===== config.mk =====
export PLATFORM = sky130hd
export DESIGN_NAME = bms_sentence_handler
export DESIGN_NICKNAME = d
export VERILOG_FILES = /design/src/bms_sentence_pkg.sv /design/src/bms_sentence_handler.sv
export SDC_FILE = /design/constraint.sdc
export NUM_CORES = 2
export LEC_CHECK = 0
export ABC_CLOCK_PERIOD_IN_PS = 6900
export BUFFER_PORTS_ARGS = -buffer_cell sky130_fd_sc_hd__buf_4
export CELL_PAD_IN_SITES_DETAIL_PLACEMENT = 0
export CELL_PAD_IN_SITES_GLOBAL_PLACEMENT = 1
export CORE_ASPECT_RATIO = 0.9
export CORE_MARGIN = 5
export CORE_UTILIZATION = 45
export DETAILED_ROUTE_END_ITERATION = 7
export PLACE_DENSITY = 0.77
export SLEW_MARGIN = 10
export SYNTH_ARGS = -nofsm -noshare
export SYNTH_HDL_FRONTEND = slang
export SYNTH_SLANG_ARGS = --single-unit

===== constraint.sdc =====
create_clock -name clk_i -period 6.9 [get_ports clk_i]
set_clock_uncertainty 0.2 [all_clocks]
set_input_delay 0.69 -clock clk_i [delete_from_list [all_inputs] [get_ports clk_i]]
set_output_delay 0.69 -clock clk_i [all_outputs]
set_load 0.02 [all_outputs]

===== src/bms_sentence_pkg.sv =====
// Purpose: Shared constants and types of the battery monitor sentence handler
// Assumes: 250 MHz clock, 32-bit classic Wishbone register port
// Notes:   Sentence identifiers and characters are plain ASCII codes
package bms_sentence_pkg;

    // ************************************************************
    // Register map
    // ************************************************************
    localparam logic [7:0]  ADR_CTRL    = 8'h00;
    localparam logic [7:0]  ADR_PER_ACT = 8'h04;
    localparam logic [7:0]  ADR_PER_SLP = 8'h08;
    localparam logic [7:0]  ADR_STATUS  = 8'h0c;
    localparam int          CTRL_SLEEP  = 0;
    localparam int          CTRL_LOCK   = 1;
    localparam logic [1:0]  CTRL_RST    = 2'h0;
    localparam logic [15:0] PER_ACT_RST = 16'h03e8;
    localparam logic [15:0] PER_SLP_RST = 16'h2710;

    // ************************************************************
    // Timing
    // ************************************************************
    localparam int CLK_HZ   = 250_000_000;
    localparam int TICK_MS  = 1;
    localparam int TICK_CYC = CLK_HZ / 1000 * TICK_MS;

    // ************************************************************
    // Sentence bytes
    // ************************************************************
    localparam logic [23:0] ID_OT   = 24'h4f_5431;
    localparam logic [23:0] ID_PW1  = 24'h50_5731;
    localparam logic [23:0] ID_PW2  = 24'h50_5732;
    localparam logic [23:0] ID_RC   = 24'h52_4331;
    localparam logic [23:0] ID_RS   = 24'h52_5331;
    localparam logic [23:0] ID_RS2  = 24'h52_5332;
    localparam logic [7:0]  CH_COMMA = 8'h2c;
    localparam logic [7:0]  CH_QUEST = 8'h3f;
    localparam logic [7:0]  CH_LF    = 8'h0a;
    localparam logic [7:0]  CH_CR    = 8'h0d;
    localparam logic [7:0]  CH_ZERO  = 8'h30;
    localparam logic [7:0]  CH_ALPHA = 8'h37;
    localparam logic [3:0]  PW_MAX   = 4'h8;
    localparam logic [3:0]  PW_MIN   = 4'h4;
    localparam logic [3:0]  PLEN_OVF = 4'h9;
    localparam int          HIST_RECS = 5;
    localparam int          USER_FLAG = 6;
    localparam logic [6:0]  LEN_OT    = 7'h10;
    localparam logic [6:0]  LEN_SHORT = 7'h06;
    localparam logic [6:0]  LEN_RS2   = 7'h40;

    // ************************************************************
    // Types
    // ************************************************************
    typedef struct packed {
        logic chg;
        logic ind;
        logic buzz;
        logic low;
        logic heat;
    } pins_s;

    typedef struct packed {
        logic [31:0] ts;
        logic [6:0]  flags;
    } hist_rec_s;

    typedef enum logic [2:0] {
        RX_ID    = 3'b001,
        RX_PARAM = 3'b010,
        RX_SKIP  = 3'b100
    } rx_state_e;

    function automatic logic [7:0] hex_char(input logic [3:0] n);
        hex_char = (n < 4'ha) ? CH_ZERO + {4'h0, n} : CH_ALPHA + {4'h0, n};
    endfunction

endpackage


===== src/bms_sentence_handler.sv =====
// Purpose: Sentence handler for pin status, login, passwords, zeroing,
//          unit reset and reset history of a battery monitor
// Assumes: Bytes arrive already framed; the transport adds the checksum
// Notes:   Each reply ends with the comma before the checksum field
`timescale 1ns/1ps
`default_nettype none

module bms_sentence_handler #(
    parameter int TICK_CYC = bms_sentence_pkg::TICK_CYC
) (
    // Clock and reset
    input  wire logic                      clk_i,
    input  wire logic                      rst_i,
    // Wishbone slave
    input  wire logic                      wb_cyc_i,
    input  wire logic                      wb_stb_i,
    input  wire logic                      wb_we_i,
    input  wire logic [7:0]                wb_adr_i,
    input  wire logic [3:0]                wb_sel_i,
    input  wire logic [31:0]               wb_dat_i,
    output logic      [31:0]               wb_dat_o,
    output logic                           wb_ack_o,
    // Received sentence bytes
    input  wire logic [7:0]                rx_data_i,
    input  wire logic                      rx_valid_i,
    output logic                           rx_ready_o,
    // Transmitted sentence bytes
    output logic      [7:0]                tx_data_o,
    output logic                           tx_valid_o,
    output logic                           tx_last_o,
    input  wire logic                      tx_ready_i,
    // Output pin levels
    input  wire bms_sentence_pkg::pins_s   pins_i,
    // Reset source logging
    input  wire logic [31:0]               seconds_i,
    input  wire logic                      rst_event_i,
    input  wire logic [6:0]                rst_flags_i,
    // Actions
    output logic                           zero_current_o,
    output logic                           unit_reset_o
);

    localparam int TW = $clog2(TICK_CYC);

    // ************************************************************
    // Pin synchroniser
    // ************************************************************
    logic [4:0]                pin_s1_reg;
    logic [4:0]                pin_s2_reg;
    logic [4:0]                pin_s3_reg;
    bms_sentence_pkg::pins_s   pin_reg;
    wire  [4:0]                pin_agree = ~(pin_s2_reg ^ pin_s3_reg);
    wire  [4:0]                pin_next  = (pin_s2_reg & pin_agree)
                                         | (pin_reg & ~pin_agree);

    always_ff @(posedge clk_i)
    begin
        if (rst_i)
        begin
            pin_s1_reg <= 5'h00;
            pin_s2_reg <= 5'h00;
            pin_s3_reg <= 5'h00;
            pin_reg    <= '0;
        end
        else
        begin
            pin_s1_reg <= pins_i;
            pin_s2_reg <= pin_s1_reg;
            pin_s3_reg <= pin_s2_reg;
            pin_reg    <= pin_next;
        end
    end

    // ************************************************************
    // Wishbone registers
    // ************************************************************
    logic [1:0]  ctrl_reg;
    logic [15:0] per_act_reg;
    logic [15:0] per_slp_reg;
    logic        ack_reg;
    logic [31:0] dat_reg;
    logic [1:0]  level_reg;
    logic [3:0]  pw1_len_reg;
    logic [3:0]  pw2_len_reg;
    logic [6:0]  rem_reg;
    logic        cmd_pend_reg;
    logic        ot_due_reg;

    wire        wb_hit = wb_cyc_i & wb_stb_i & ~ack_reg;
    wire        wb_wr  = wb_hit & wb_we_i;
    wire [31:0] wmask  = {{8{wb_sel_i[3]}}, {8{wb_sel_i[2]}},
                          {8{wb_sel_i[1]}}, {8{wb_sel_i[0]}}};
    wire        wr_ctrl = wb_wr & (wb_adr_i == bms_sentence_pkg::ADR_CTRL);
    wire        wr_act  = wb_wr & (wb_adr_i == bms_sentence_pkg::ADR_PER_ACT);
    wire        wr_slp  = wb_wr & (wb_adr_i == bms_sentence_pkg::ADR_PER_SLP);
    wire [31:0] ctrl_m  = ({30'h0, ctrl_reg} & ~wmask) | (wb_dat_i & wmask);
    wire [31:0] act_m   = ({16'h0, per_act_reg} & ~wmask) | (wb_dat_i & wmask);
    wire [31:0] slp_m   = ({16'h0, per_slp_reg} & ~wmask) | (wb_dat_i & wmask);
    wire [31:0] status  = {19'h0, ot_due_reg, cmd_pend_reg, rem_reg != 7'h00,
                           pw2_len_reg != 4'h0, pw1_len_reg != 4'h0,
                           6'h00, level_reg};
    wire [31:0] rd_data =
        (wb_adr_i == bms_sentence_pkg::ADR_CTRL)    ? {30'h0, ctrl_reg} :
        (wb_adr_i == bms_sentence_pkg::ADR_PER_ACT) ? {16'h0, per_act_reg} :
        (wb_adr_i == bms_sentence_pkg::ADR_PER_SLP) ? {16'h0, per_slp_reg} :
        (wb_adr_i == bms_sentence_pkg::ADR_STATUS)  ? status : 32'h0000_0000;

    always_ff @(posedge clk_i)
    begin
        if (rst_i)
        begin
            ctrl_reg    <= bms_sentence_pkg::CTRL_RST;
            per_act_reg <= bms_sentence_pkg::PER_ACT_RST;
            per_slp_reg <= bms_sentence_pkg::PER_SLP_RST;
            ack_reg     <= 1'b0;
            dat_reg     <= 32'h0000_0000;
        end
        else
        begin
            ack_reg <= wb_hit;
            dat_reg <= rd_data;
            if (wr_ctrl)
                ctrl_reg <= ctrl_m[1:0];
            if (wr_act)
                per_act_reg <= act_m[15:0];
            if (wr_slp)
                per_slp_reg <= slp_m[15:0];
        end
    end

    assign wb_ack_o = ack_reg;
    assign wb_dat_o = dat_reg;

    // ************************************************************
    // Millisecond tick and status period
    // ************************************************************
    logic [TW-1:0] tick_cnt_reg;
    logic [15:0]   per_cnt_reg;
    logic          ot_start;

    wire        tick    = tick_cnt_reg == TW'(TICK_CYC - 1);
    wire [15:0] per_sel = ctrl_reg[bms_sentence_pkg::CTRL_SLEEP] ? per_slp_reg
                                                                : per_act_reg;
    wire        expire  = tick & (per_sel != 16'h0000)
                        & (per_cnt_reg >= 16'(per_sel - 16'h0001));

    always_ff @(posedge clk_i)
    begin
        if (rst_i)
        begin
            tick_cnt_reg <= '0;
            per_cnt_reg  <= 16'h0000;
            ot_due_reg   <= 1'b0;
        end
        else
        begin
            tick_cnt_reg <= tick ? '0 : TW'(tick_cnt_reg + 1'b1);
            if (tick)
                per_cnt_reg <= expire ? 16'h0000 : 16'(per_cnt_reg + 16'h0001);
            ot_due_reg <= expire | (ot_due_reg & ~ot_start);
        end
    end

    // ************************************************************
    // Sentence receiver
    // ************************************************************
    bms_sentence_pkg::rx_state_e rx_state_reg;
    logic [23:0] id_reg;
    logic [63:0] par_reg;
    logic [3:0]  plen_reg;
    logic        rx_ready_reg;
    logic        go;

    wire take   = rx_valid_i & rx_ready_reg;
    wire is_lf  = rx_data_i == bms_sentence_pkg::CH_LF;
    wire is_cr  = rx_data_i == bms_sentence_pkg::CH_CR;
    wire is_cma = rx_data_i == bms_sentence_pkg::CH_COMMA;
    wire pend_next = (cmd_pend_reg & ~go) | (take & is_lf);

    always_ff @(posedge clk_i)
    begin
        if (rst_i)
        begin
            rx_state_reg <= bms_sentence_pkg::RX_ID;
            id_reg       <= 24'h00_0000;
            par_reg      <= 64'h0000_0000_0000_0000;
            plen_reg     <= 4'h0;
            cmd_pend_reg <= 1'b0;
            rx_ready_reg <= 1'b0;
        end
        else
        begin
            cmd_pend_reg <= pend_next;
            rx_ready_reg <= ~pend_next;
            if (go)
            begin
                id_reg   <= 24'h00_0000;
                par_reg  <= 64'h0000_0000_0000_0000;
                plen_reg <= 4'h0;
            end
            if (take & is_lf)
                rx_state_reg <= bms_sentence_pkg::RX_ID;
            else if (take & ~is_cr)
            begin
                unique case (rx_state_reg)
                    bms_sentence_pkg::RX_ID:
                        if (is_cma)
                            rx_state_reg <= bms_sentence_pkg::RX_PARAM;
                        else
                            id_reg <= {id_reg[15:0], rx_data_i};
                    bms_sentence_pkg::RX_PARAM:
                        if (is_cma)
                            rx_state_reg <= bms_sentence_pkg::RX_SKIP;
                        else if (plen_reg != bms_sentence_pkg::PLEN_OVF)
                        begin
                            par_reg  <= {par_reg[55:0], rx_data_i};
                            plen_reg <= plen_reg + 4'h1;
                        end
                    bms_sentence_pkg::RX_SKIP:
                        rx_state_reg <= bms_sentence_pkg::RX_SKIP;
                    default:
                        rx_state_reg <= bms_sentence_pkg::RX_ID;
                endcase
            end
        end
    end

    assign rx_ready_o = rx_ready_reg;

    // ************************************************************
    // Command decode and access level
    // ************************************************************
    logic [63:0] pw1_reg;
    logic [63:0] pw2_reg;
    logic        user_pend_reg;

    wire tx_idle = rem_reg == 7'h00;
    assign go    = cmd_pend_reg & tx_idle;
    wire empty   = plen_reg == 4'h0;
    wire is_q    = (plen_reg == 4'h1)
                 & (par_reg[7:0] == bms_sentence_pkg::CH_QUEST);
    wire c_ot    = go & (id_reg == bms_sentence_pkg::ID_OT);
    wire c_pw1   = go & (id_reg == bms_sentence_pkg::ID_PW1);
    wire c_pw2   = go & (id_reg == bms_sentence_pkg::ID_PW2);
    wire c_rc    = go & (id_reg == bms_sentence_pkg::ID_RC) & empty;
    wire c_rs    = go & (id_reg == bms_sentence_pkg::ID_RS) & empty;
    wire c_rs2   = go & (id_reg == bms_sentence_pkg::ID_RS2) & is_q;
    wire deny    = ctrl_reg[bms_sentence_pkg::CTRL_LOCK] & (level_reg == 2'd0);
    // A cleared password leaves its level open to any login
    wire match1  = (pw1_len_reg == 4'h0)
                 | ((pw1_len_reg == plen_reg) & (pw1_reg == par_reg));
    wire match2  = (pw2_len_reg == 4'h0)
                 | ((pw2_len_reg == plen_reg) & (pw2_reg == par_reg));
    wire up      = ((level_reg == 2'd0) & match1)
                 | ((level_reg == 2'd1) & match2);
    wire [1:0] lvl_dn = (level_reg == 2'd0) ? 2'd0 : level_reg - 2'd1;
    wire [1:0] level_next =
        ~c_pw1 | is_q ? level_reg :
        empty         ? lvl_dn :
        up            ? level_reg + 2'd1 : level_reg;
    wire len_ok  = (plen_reg >= bms_sentence_pkg::PW_MIN)
                 & (plen_reg <= bms_sentence_pkg::PW_MAX);
    wire pw_ok   = (level_reg != 2'd0) & (empty | len_ok);
    wire wr_pw1  = c_pw2 & pw_ok & (level_reg == 2'd1);
    wire wr_pw2  = c_pw2 & pw_ok & (level_reg == 2'd2);
    wire do_zero = c_rc & ~deny;
    wire do_rst  = c_rs & ~deny;
    wire r_ask   = (c_rc | c_rs) & deny;
    wire r_ot    = (c_ot & is_q) | (~cmd_pend_reg & ot_due_reg & tx_idle);
    assign ot_start = r_ot;

    always_ff @(posedge clk_i)
    begin
        if (rst_i)
        begin
            level_reg      <= 2'd0;
            pw1_reg        <= 64'h0000_0000_0000_0000;
            pw2_reg        <= 64'h0000_0000_0000_0000;
            pw1_len_reg    <= 4'h0;
            pw2_len_reg    <= 4'h0;
            zero_current_o <= 1'b0;
            unit_reset_o   <= 1'b0;
        end
        else
        begin
            level_reg      <= level_next;
            zero_current_o <= do_zero;
            unit_reset_o   <= do_rst;
            if (wr_pw1)
            begin
                pw1_reg     <= par_reg;
                pw1_len_reg <= plen_reg;
            end
            if (wr_pw2)
            begin
                pw2_reg     <= par_reg;
                pw2_len_reg <= plen_reg;
            end
        end
    end

    // ************************************************************
    // Reset history
    // ************************************************************
    bms_sentence_pkg::hist_rec_s hist_reg [bms_sentence_pkg::HIST_RECS];
    wire [6:0] new_flags = rst_flags_i
                         | (7'(user_pend_reg) << bms_sentence_pkg::USER_FLAG);

    always_ff @(posedge clk_i)
    begin
        if (rst_i)
        begin
            user_pend_reg <= 1'b0;
            for (int i = 0; i < bms_sentence_pkg::HIST_RECS; i++)
                hist_reg[i] <= '0;
        end
        else
        begin
            user_pend_reg <= do_rst | (user_pend_reg & ~rst_event_i);
            if (rst_event_i)
            begin
                hist_reg[0] <= {seconds_i, new_flags};
                for (int i = 1; i < bms_sentence_pkg::HIST_RECS; i++)
                    hist_reg[i] <= hist_reg[i-1];
            end
        end
    end

    // ************************************************************
    // Reply lines
    // ************************************************************
    wire [7:0] cma  = bms_sentence_pkg::CH_COMMA;
    wire [7:0] zero = bms_sentence_pkg::CH_ZERO;
    wire [3:0] f3hi = {pin_reg.ind, pin_reg.buzz, pin_reg.low, pin_reg.heat};
    wire [127:0] ot_line = {bms_sentence_pkg::ID_OT, cma,
        bms_sentence_pkg::hex_char({pin_reg.chg, 3'h0}), zero,
        cma, zero, zero, cma,
        bms_sentence_pkg::hex_char(f3hi), zero,
        cma, zero, zero, cma};
    wire [7:0] auth_ch = r_ask ? bms_sentence_pkg::CH_QUEST
                               : zero + {6'h00, level_next};
    wire [47:0] auth_line = {bms_sentence_pkg::ID_PW1, cma, auth_ch, cma};
    wire [47:0] pwr_line  = {bms_sentence_pkg::ID_PW2, cma,
                             zero + {7'h00, pw_ok}, cma};
    wire [479:0] rs2_body;

    genvar r;
    generate
        for (r = 0; r < bms_sentence_pkg::HIST_RECS; r++)
        begin : g_rec
            wire [31:0] ts = hist_reg[r].ts;
            wire [7:0]  fl = {1'b0, hist_reg[r].flags};
            assign rs2_body[(4-r)*96 +: 96] = {cma,
                bms_sentence_pkg::hex_char(ts[31:28]),
                bms_sentence_pkg::hex_char(ts[27:24]),
                bms_sentence_pkg::hex_char(ts[23:20]),
                bms_sentence_pkg::hex_char(ts[19:16]),
                bms_sentence_pkg::hex_char(ts[15:12]),
                bms_sentence_pkg::hex_char(ts[11:8]),
                bms_sentence_pkg::hex_char(ts[7:4]),
                bms_sentence_pkg::hex_char(ts[3:0]),
                cma,
                bms_sentence_pkg::hex_char(fl[7:4]),
                bms_sentence_pkg::hex_char(fl[3:0])};
        end
    endgenerate

    wire [511:0] rs2_line = {bms_sentence_pkg::ID_RS2, rs2_body, cma};
    wire r_short = c_pw1 | c_pw2 | r_ask;
    wire send    = r_ot | c_rs2 | r_short;
    wire [511:0] new_line =
        r_ot  ? {ot_line, 384'h0} :
        c_rs2 ? rs2_line :
        c_pw2 ? {pwr_line, 464'h0} : {auth_line, 464'h0};
    wire [6:0] new_len =
        r_ot  ? bms_sentence_pkg::LEN_OT :
        c_rs2 ? bms_sentence_pkg::LEN_RS2 : bms_sentence_pkg::LEN_SHORT;

    // ************************************************************
    // Byte transmitter
    // ************************************************************
    logic [511:0] line_reg;
    wire          adv = ~tx_valid_o | tx_ready_i;

    always_ff @(posedge clk_i)
    begin
        if (rst_i)
        begin
            line_reg   <= '0;
            rem_reg    <= 7'h00;
            tx_data_o  <= 8'h00;
            tx_valid_o <= 1'b0;
            tx_last_o  <= 1'b0;
        end
        else if (tx_idle)
        begin
            if (send)
            begin
                line_reg <= new_line;
                rem_reg  <= new_len;
            end
            if (adv)
                tx_valid_o <= 1'b0;
        end
        else if (adv)
        begin
            tx_data_o  <= line_reg[511:504];
            tx_valid_o <= 1'b1;
            tx_last_o  <= rem_reg == 7'h01;
            line_reg   <= {line_reg[503:0], 8'h00};
            rem_reg    <= rem_reg - 7'h01;
        end
    end

endmodule

`default_nettype wire


## After elaboration in Yosys (flattened, before gate mapping)

Memories as Yosys holds them, arrays and structs flattened.
Cells that the tools add are included.

- Flip-flop bits (word level): 889
- RAM bits: 195
- Logic and storage cells: 448
- Output and inout port bits: 46
- Memories kept: 1
- Bits of input ports: 104

Memories:

| name | words | width | read ports | clocked after Yosys merged registers in | wr ports | line | source |
|---|---|---|---|---|---|---|---|
| hist_reg | 5 | 39 | 5 | 0 | 5 | bms_sentence_handler.sv:305 | `bms_sentence_pkg::hist_rec_s hist_reg [bms_sentence_pkg::HIST_RECS];` |

- Reduce and logical (&&, ||, !) cells: 19
- Muxes and demuxes: 107
- Bitwise logic cells: 87
- Magnitude comparators: 55
- Add/sub/neg operators: 113
- Equal/unequal tests: 29

Operator list:

| cell | number |
|---|---|
| $mux W512 | 3 |
| $add A6 B4 Y7 const A | 94 |
| $mux W509 | 1 |
| $mux W506 | 1 |
| $mux W490 | 1 |
| $mux W7 | 58 |
| $mux W64 | 6 |
| $mux W39 | 5 |
| $lt A4 B4 Y1 const B | 47 |
| $eq A24 B23 Y1 const B | 6 |
| $eq A64 B64 Y1 | 2 |
| $mux W24 | 5 |
| $add A6 B3 Y7 const A | 10 |
| $mux W16 | 4 |
| $and A16 B16 Y16 | 3 |
| $and A1 B1 Y1 | 41 |
| $eq A8 B4 Y1 const B | 4 |
| $or A16 B16 Y16 | 2 |
| $mux W4 | 6 |
| $lt A3 B4 Y1 const B | 5 |
| $or A1 B1 Y1 | 20 |
| $add A18 B1 Y18 const B | 1 |
| $eq A18 B18 Y1 const B | 1 |
| $add A16 B1 Y16 const B | 1 |
| 49 further kinds | 83 |

## Logic depth before layout (Yosys ltp)

- Word-level depth: 15
- Depth in mapped cells: 20
- Mapped depth without buffers: 16

## Least setup slack after synthesis

Ideal clock, no wire load.

- Kind: flip-flop to flip-flop
- Start point: reg (tool-made name)
- End point: reg per_cnt_reg[10]
- Period minus slack after synthesis: 4.884 ns
- Library setup time: 0.132 ns
- Required time: 6.568 ns
- Data arrival time: 4.552 ns
- Path buffers: 5
- Path slack: 2.016 ns
- Stages on the path, launching flop included: 18
- Path through: dfxtp_1 buf_2 buf_1 clkbuf_1 buf_1 mux2i_1 ha_1 o21ai_0 nand2b_1 nor4_1 nor2b_1 xor2_1 ha_1 nand4_1 o31a_1 nor4b_2 buf_2 nor3_1

RTL lines:

| element | line | source |
|---|---|---|
| end signal: assignment | bms_sentence_handler.sv:159 | `per_cnt_reg <= expire ? 16'h0000 : 16'(per_cnt_reg + 16'h0001);` |
| end: declaration | bms_sentence_handler.sv:138 | `logic [15:0] per_cnt_reg;` |

## Worst setup path after layout

- Start point: reg rem_reg[2]
- End point: reg line_reg[201]

- Longest elaborated chain between the ends: 10
- Elaborated cells on any way between the ends: 27
- Classes of those cells: eq/ne: 1; mux: 4; bitwise: 19; reduce/logical: 3

RTL lines:

| element | line | source |
|---|---|---|
| start: declaration | bms_sentence_handler.sv:85 | `logic [6:0] rem_reg;` |
| start signal: assignment | bms_sentence_handler.sv:400 | `rem_reg <= new_len;` |
| start signal: assignment | bms_sentence_handler.sv:411 | `rem_reg <= rem_reg - 7'h01;` |
| $logic_not A7 Y1 * | bms_sentence_handler.sv:237 | `wire tx_idle = rem_reg == 7'h00;` |
| $and A1 B1 Y1 | bms_sentence_handler.sv:238 | `assign go = cmd_pend_reg & tx_idle;` |
| $and A1 B1 Y1 (on tied branches) (2 in a row) | bms_sentence_handler.sv:245, bms_sentence_handler.sv:246 |  |
| $or A1 B1 Y1 | bms_sentence_handler.sv:268 | `wire r_ask = (c_rc \| c_rs) & deny;` |
| $and A1 B1 Y1 | bms_sentence_handler.sv:268 |  |
| $or A1 B1 Y1 | bms_sentence_handler.sv:369 | `wire r_short = c_pw1 \| c_pw2 \| r_ask;` |
| $or A1 B1 Y1 | bms_sentence_handler.sv:370 | `wire send = r_ot \| c_rs2 \| r_short;` |
| $ne A2 B1 Y1 (no line) | -- |  |
| $reduce_and A2 Y1 (no line) | -- |  |
| end signal: assignment | bms_sentence_handler.sv:399 | `line_reg <= new_line;` |
| end signal: assignment | bms_sentence_handler.sv:410 | `line_reg <= {line_reg[503:0], 8'h00};` |
| end: declaration | bms_sentence_handler.sv:382 | `logic [511:0] line_reg;` |

Mark *: on every way between the ends. The rest lies on a longest branch, timed or not. The select of a mux whose other input is x is not followed.
A chain may end at the register's enable or synchronous reset.

==> results.toml <==
[floorplan]
die_h_um = 308
coreArea_mm2 = 0.0982
pin_count = 150
rows = 109
die_x_um = 342
initial_core_util_pct = 45.4
dieArea_mm2 = 0.105

[power_and_ir_drop]
finalPower_mw = 17.6
ir_drop_v = 0.000547
internal-power_mw = 11.5
power_leakage_nw = 17.4
comb_power_share_pct = 25.4
power_density_mw_per_mm2 = 357
p_sw_mw = 6.14
switching_share_pct = 34.9
clkPwrFrac_pct = 33.7
seq_power_share_pct = 40.9

[synthesis]
synthArstFlopShare_pct = 0
yosysTopAreaCell = "dfxtp_1"
ys_warn_count = 0
syn_avg_cell_area_um2 = 8.70
synth_top_area_share_pct = 36.1
ys.flop_type = "dfxtp_1"
synth_edf_count = 195
syn_area_mm2 = 0.0445
synth_seq_cells = 997
synth_area_leaders = "dfxtp_1, edfxtp_1, a21oi_1, nand2_1, nor2_1"
syn_inst = 5117
seq_area_frac_synth_pct = 49.2
synth.distinct_cells = 73

[detailed_routing]
drt_iter0_markers = 3127
wl_mm = 118
avgRoutedWirePerCell_um = 18.7
via_count = 35500
drc = 0
first_pass_iters = 8
viasPerCell = 5.60
ant_nets = 0

[placement]
portBuffers = 114
dp_hpwl_mm = 73.8
gp_congestion = 0.881
placed_area_mm2 = 0.0457
dp_cells = 6139

[cells_and_area]
fillers = 9266
layout-drive-gt1-share_pct = 7.82
fin_cells = 6338
diodes = 0
syn2layout_area_growth_pct = 10.8
final-seq-area_mm2 = 0.0219
multi_input_area_mm2 = 0.0205
final_util_pct = 50.2
largest_register_ffs = 442
design_area_mm2 = 0.0493
nets = 5150

[timing]
fmax_mhz = 211
hold_viol_final = 0
final_max_slew_viol_count = 0
fin_tns_setup_ns = 0
min_period_over_period_pct = 68.6
post-route-min-period_ns = 4.73
final-setup-viol-count = 0
tightest_slew_ns = 1.21
slew_headroom_pct = 18.0
rsz0062_at_grt = "no"

[clock_network]
h-tree-depth = 3
numCtsBuffers = 105
cts-root-buf = "clkbuf_16"
clock_path_buffers = 3
cts_setup_buffers = 0
clk_pin_slew_ns = 0.06
insertion_delay_ns = 0.70
cts.sinks = 997
hold_buffers = 2
cts_tree = "yes"
ctsResizeCount = 0

[grt]
antenna_found_initial = 1
grt_pass1_vias = 33000
grt-ovfl-total = 0
gr-usage-all-layers_pct = 21.9
grt_pass1_wl_mm = 189
grt_max_degree = 225

[status]
status = "completed"

[setup_path]
critPathKind = "register to register"
path_max_fanout = 195
worstReg2RegEnd = "line_reg[201]"
worstPathArrival_ns = 5.14
cp-end-kind = "register"
r2r_slack_ns = 2.17
cp_data_required_time_ns = 7.31
r2r_cells = 7
worst_setup_path_start_kind = "register"
timing.rr.start = "rem_reg[2]"

[min_path]
hold_path_startpoint = "pins_i[0]"
min_to = "pin_s1_reg[0]"
min_path_type = "primary input to register"
min_path_cells = 2

[run]
timing.max_cap.violations = 0
worst max-delay path by stage:
| stage | from | to | slack (ns) | cells after the start |
|---|---|---|---|---|
| after global routing | rem_reg[2] | line_reg[205] | 1.82 | 7 |
| after CTS | rem_reg[2] | line_reg[205] | 2.17 | 7 |
| after floorplan | register | per_cnt_reg[10] | 2.02 | 17 |
| after global placement | rem_reg[2] | line_reg[205] | 2.19 | 7 |
| after detailed placement | rem_reg[2] | line_reg[205] | 2.18 | 7 |
| final | rem_reg[2] | line_reg[201] | 2.17 | 7 |
through the flow:
stage | setup WS (ns) | hold slack (ns)
global route | 1.82 | 0.0290
floorplan | 2.02 | 0.213
detailed placement | 2.18 | 0.226
global placement | 2.19 | 0.219
CTS | 2.17 | 0.00278
finish | 2.17 | 0.0431
cell usage after synthesis, drive strengths merged (75+ instances only):
library cell  instances
o21ai               187
nand2               770
nor2                441
nor3                154
xnor2               153
a221oi               75
edfxtp              195
inv                 113
buf                 130
dfxtp               802
a21oi               628
nand3               164
and2                200
clkbuf              288
a22oi               213
worst max-delay path, stage by stage, from the launching register on:
cell and delay (ns):
dfxtp_1 0.38, nor4_4 0.62, nand3_4 0.58, nand2_1 0.83
and4_4 0.84, buf_12 0.67, a221oi_1 0.15, nor3_1 0.18
cell usage in the layout (no fill, tap or decap), types with 51 or more instances in the layout:
cell type	instances
ha_1	74
inv_1	113
edfxtp_1	195
and2_1	197
mux2i_1	51
nand3_1	163
nand4_1	52
a22oi_1	213
nor2_1	440
xor2_1	73
buf_4	138
xnor2_1	153
a21oi_1	593
a211oi_1	59
nand2_1	766
a221oi_1	75
dfxtp_1	802
nor3_1	153
clkbuf_16	110
o21ai_0	184
logic make-up (layout without fill, tap and decap cells):
logic type,after synthesis,in the layout,synth area share (%)
adder cells (fa/ha/maj),74,74,2.08
AO/OA/AOI/OAI,1252,1252,17.2
buffers and inverters,532,461,5.10
AND/OR/NAND/NOR,1981,1981,20.7
XOR/XNOR,226,226,4.44
multiplexers,54,54,1.27
other,1,17,0.00842
flip-flops,997,997,49.2
routing by layer:
metal	track usage, %	routed length (um)
met1	32.7	57900
met2	33.3	51900
met3	3.28	5820
met4	5.48	2880
met5	0	0
final cells by class:
cell class / instances / area share, %
multi-input combinational: 3604 / 41.6
sequential: 997 / 44.4
tap: 1276 / 3.24
clock inverter: 57 / 1.33
timing repair buffer: 150 / 2.54
clock buffer: 140 / 6.05
inverter: 114 / 0.867
power groups by stage:
stage                     clock network, mW  logic (mW)  registers (mW)
after floorplan                           0        3.32            7.14
after global placement                    0        4.44            7.31
after detailed placement                  0        4.50            7.32
after CTS                              6.05        4.52            7.20
after global routing                   6.30        4.98            7.28
final                                  5.93        4.47            7.21
No activity file was read; power rests on OpenSTA's default activity.
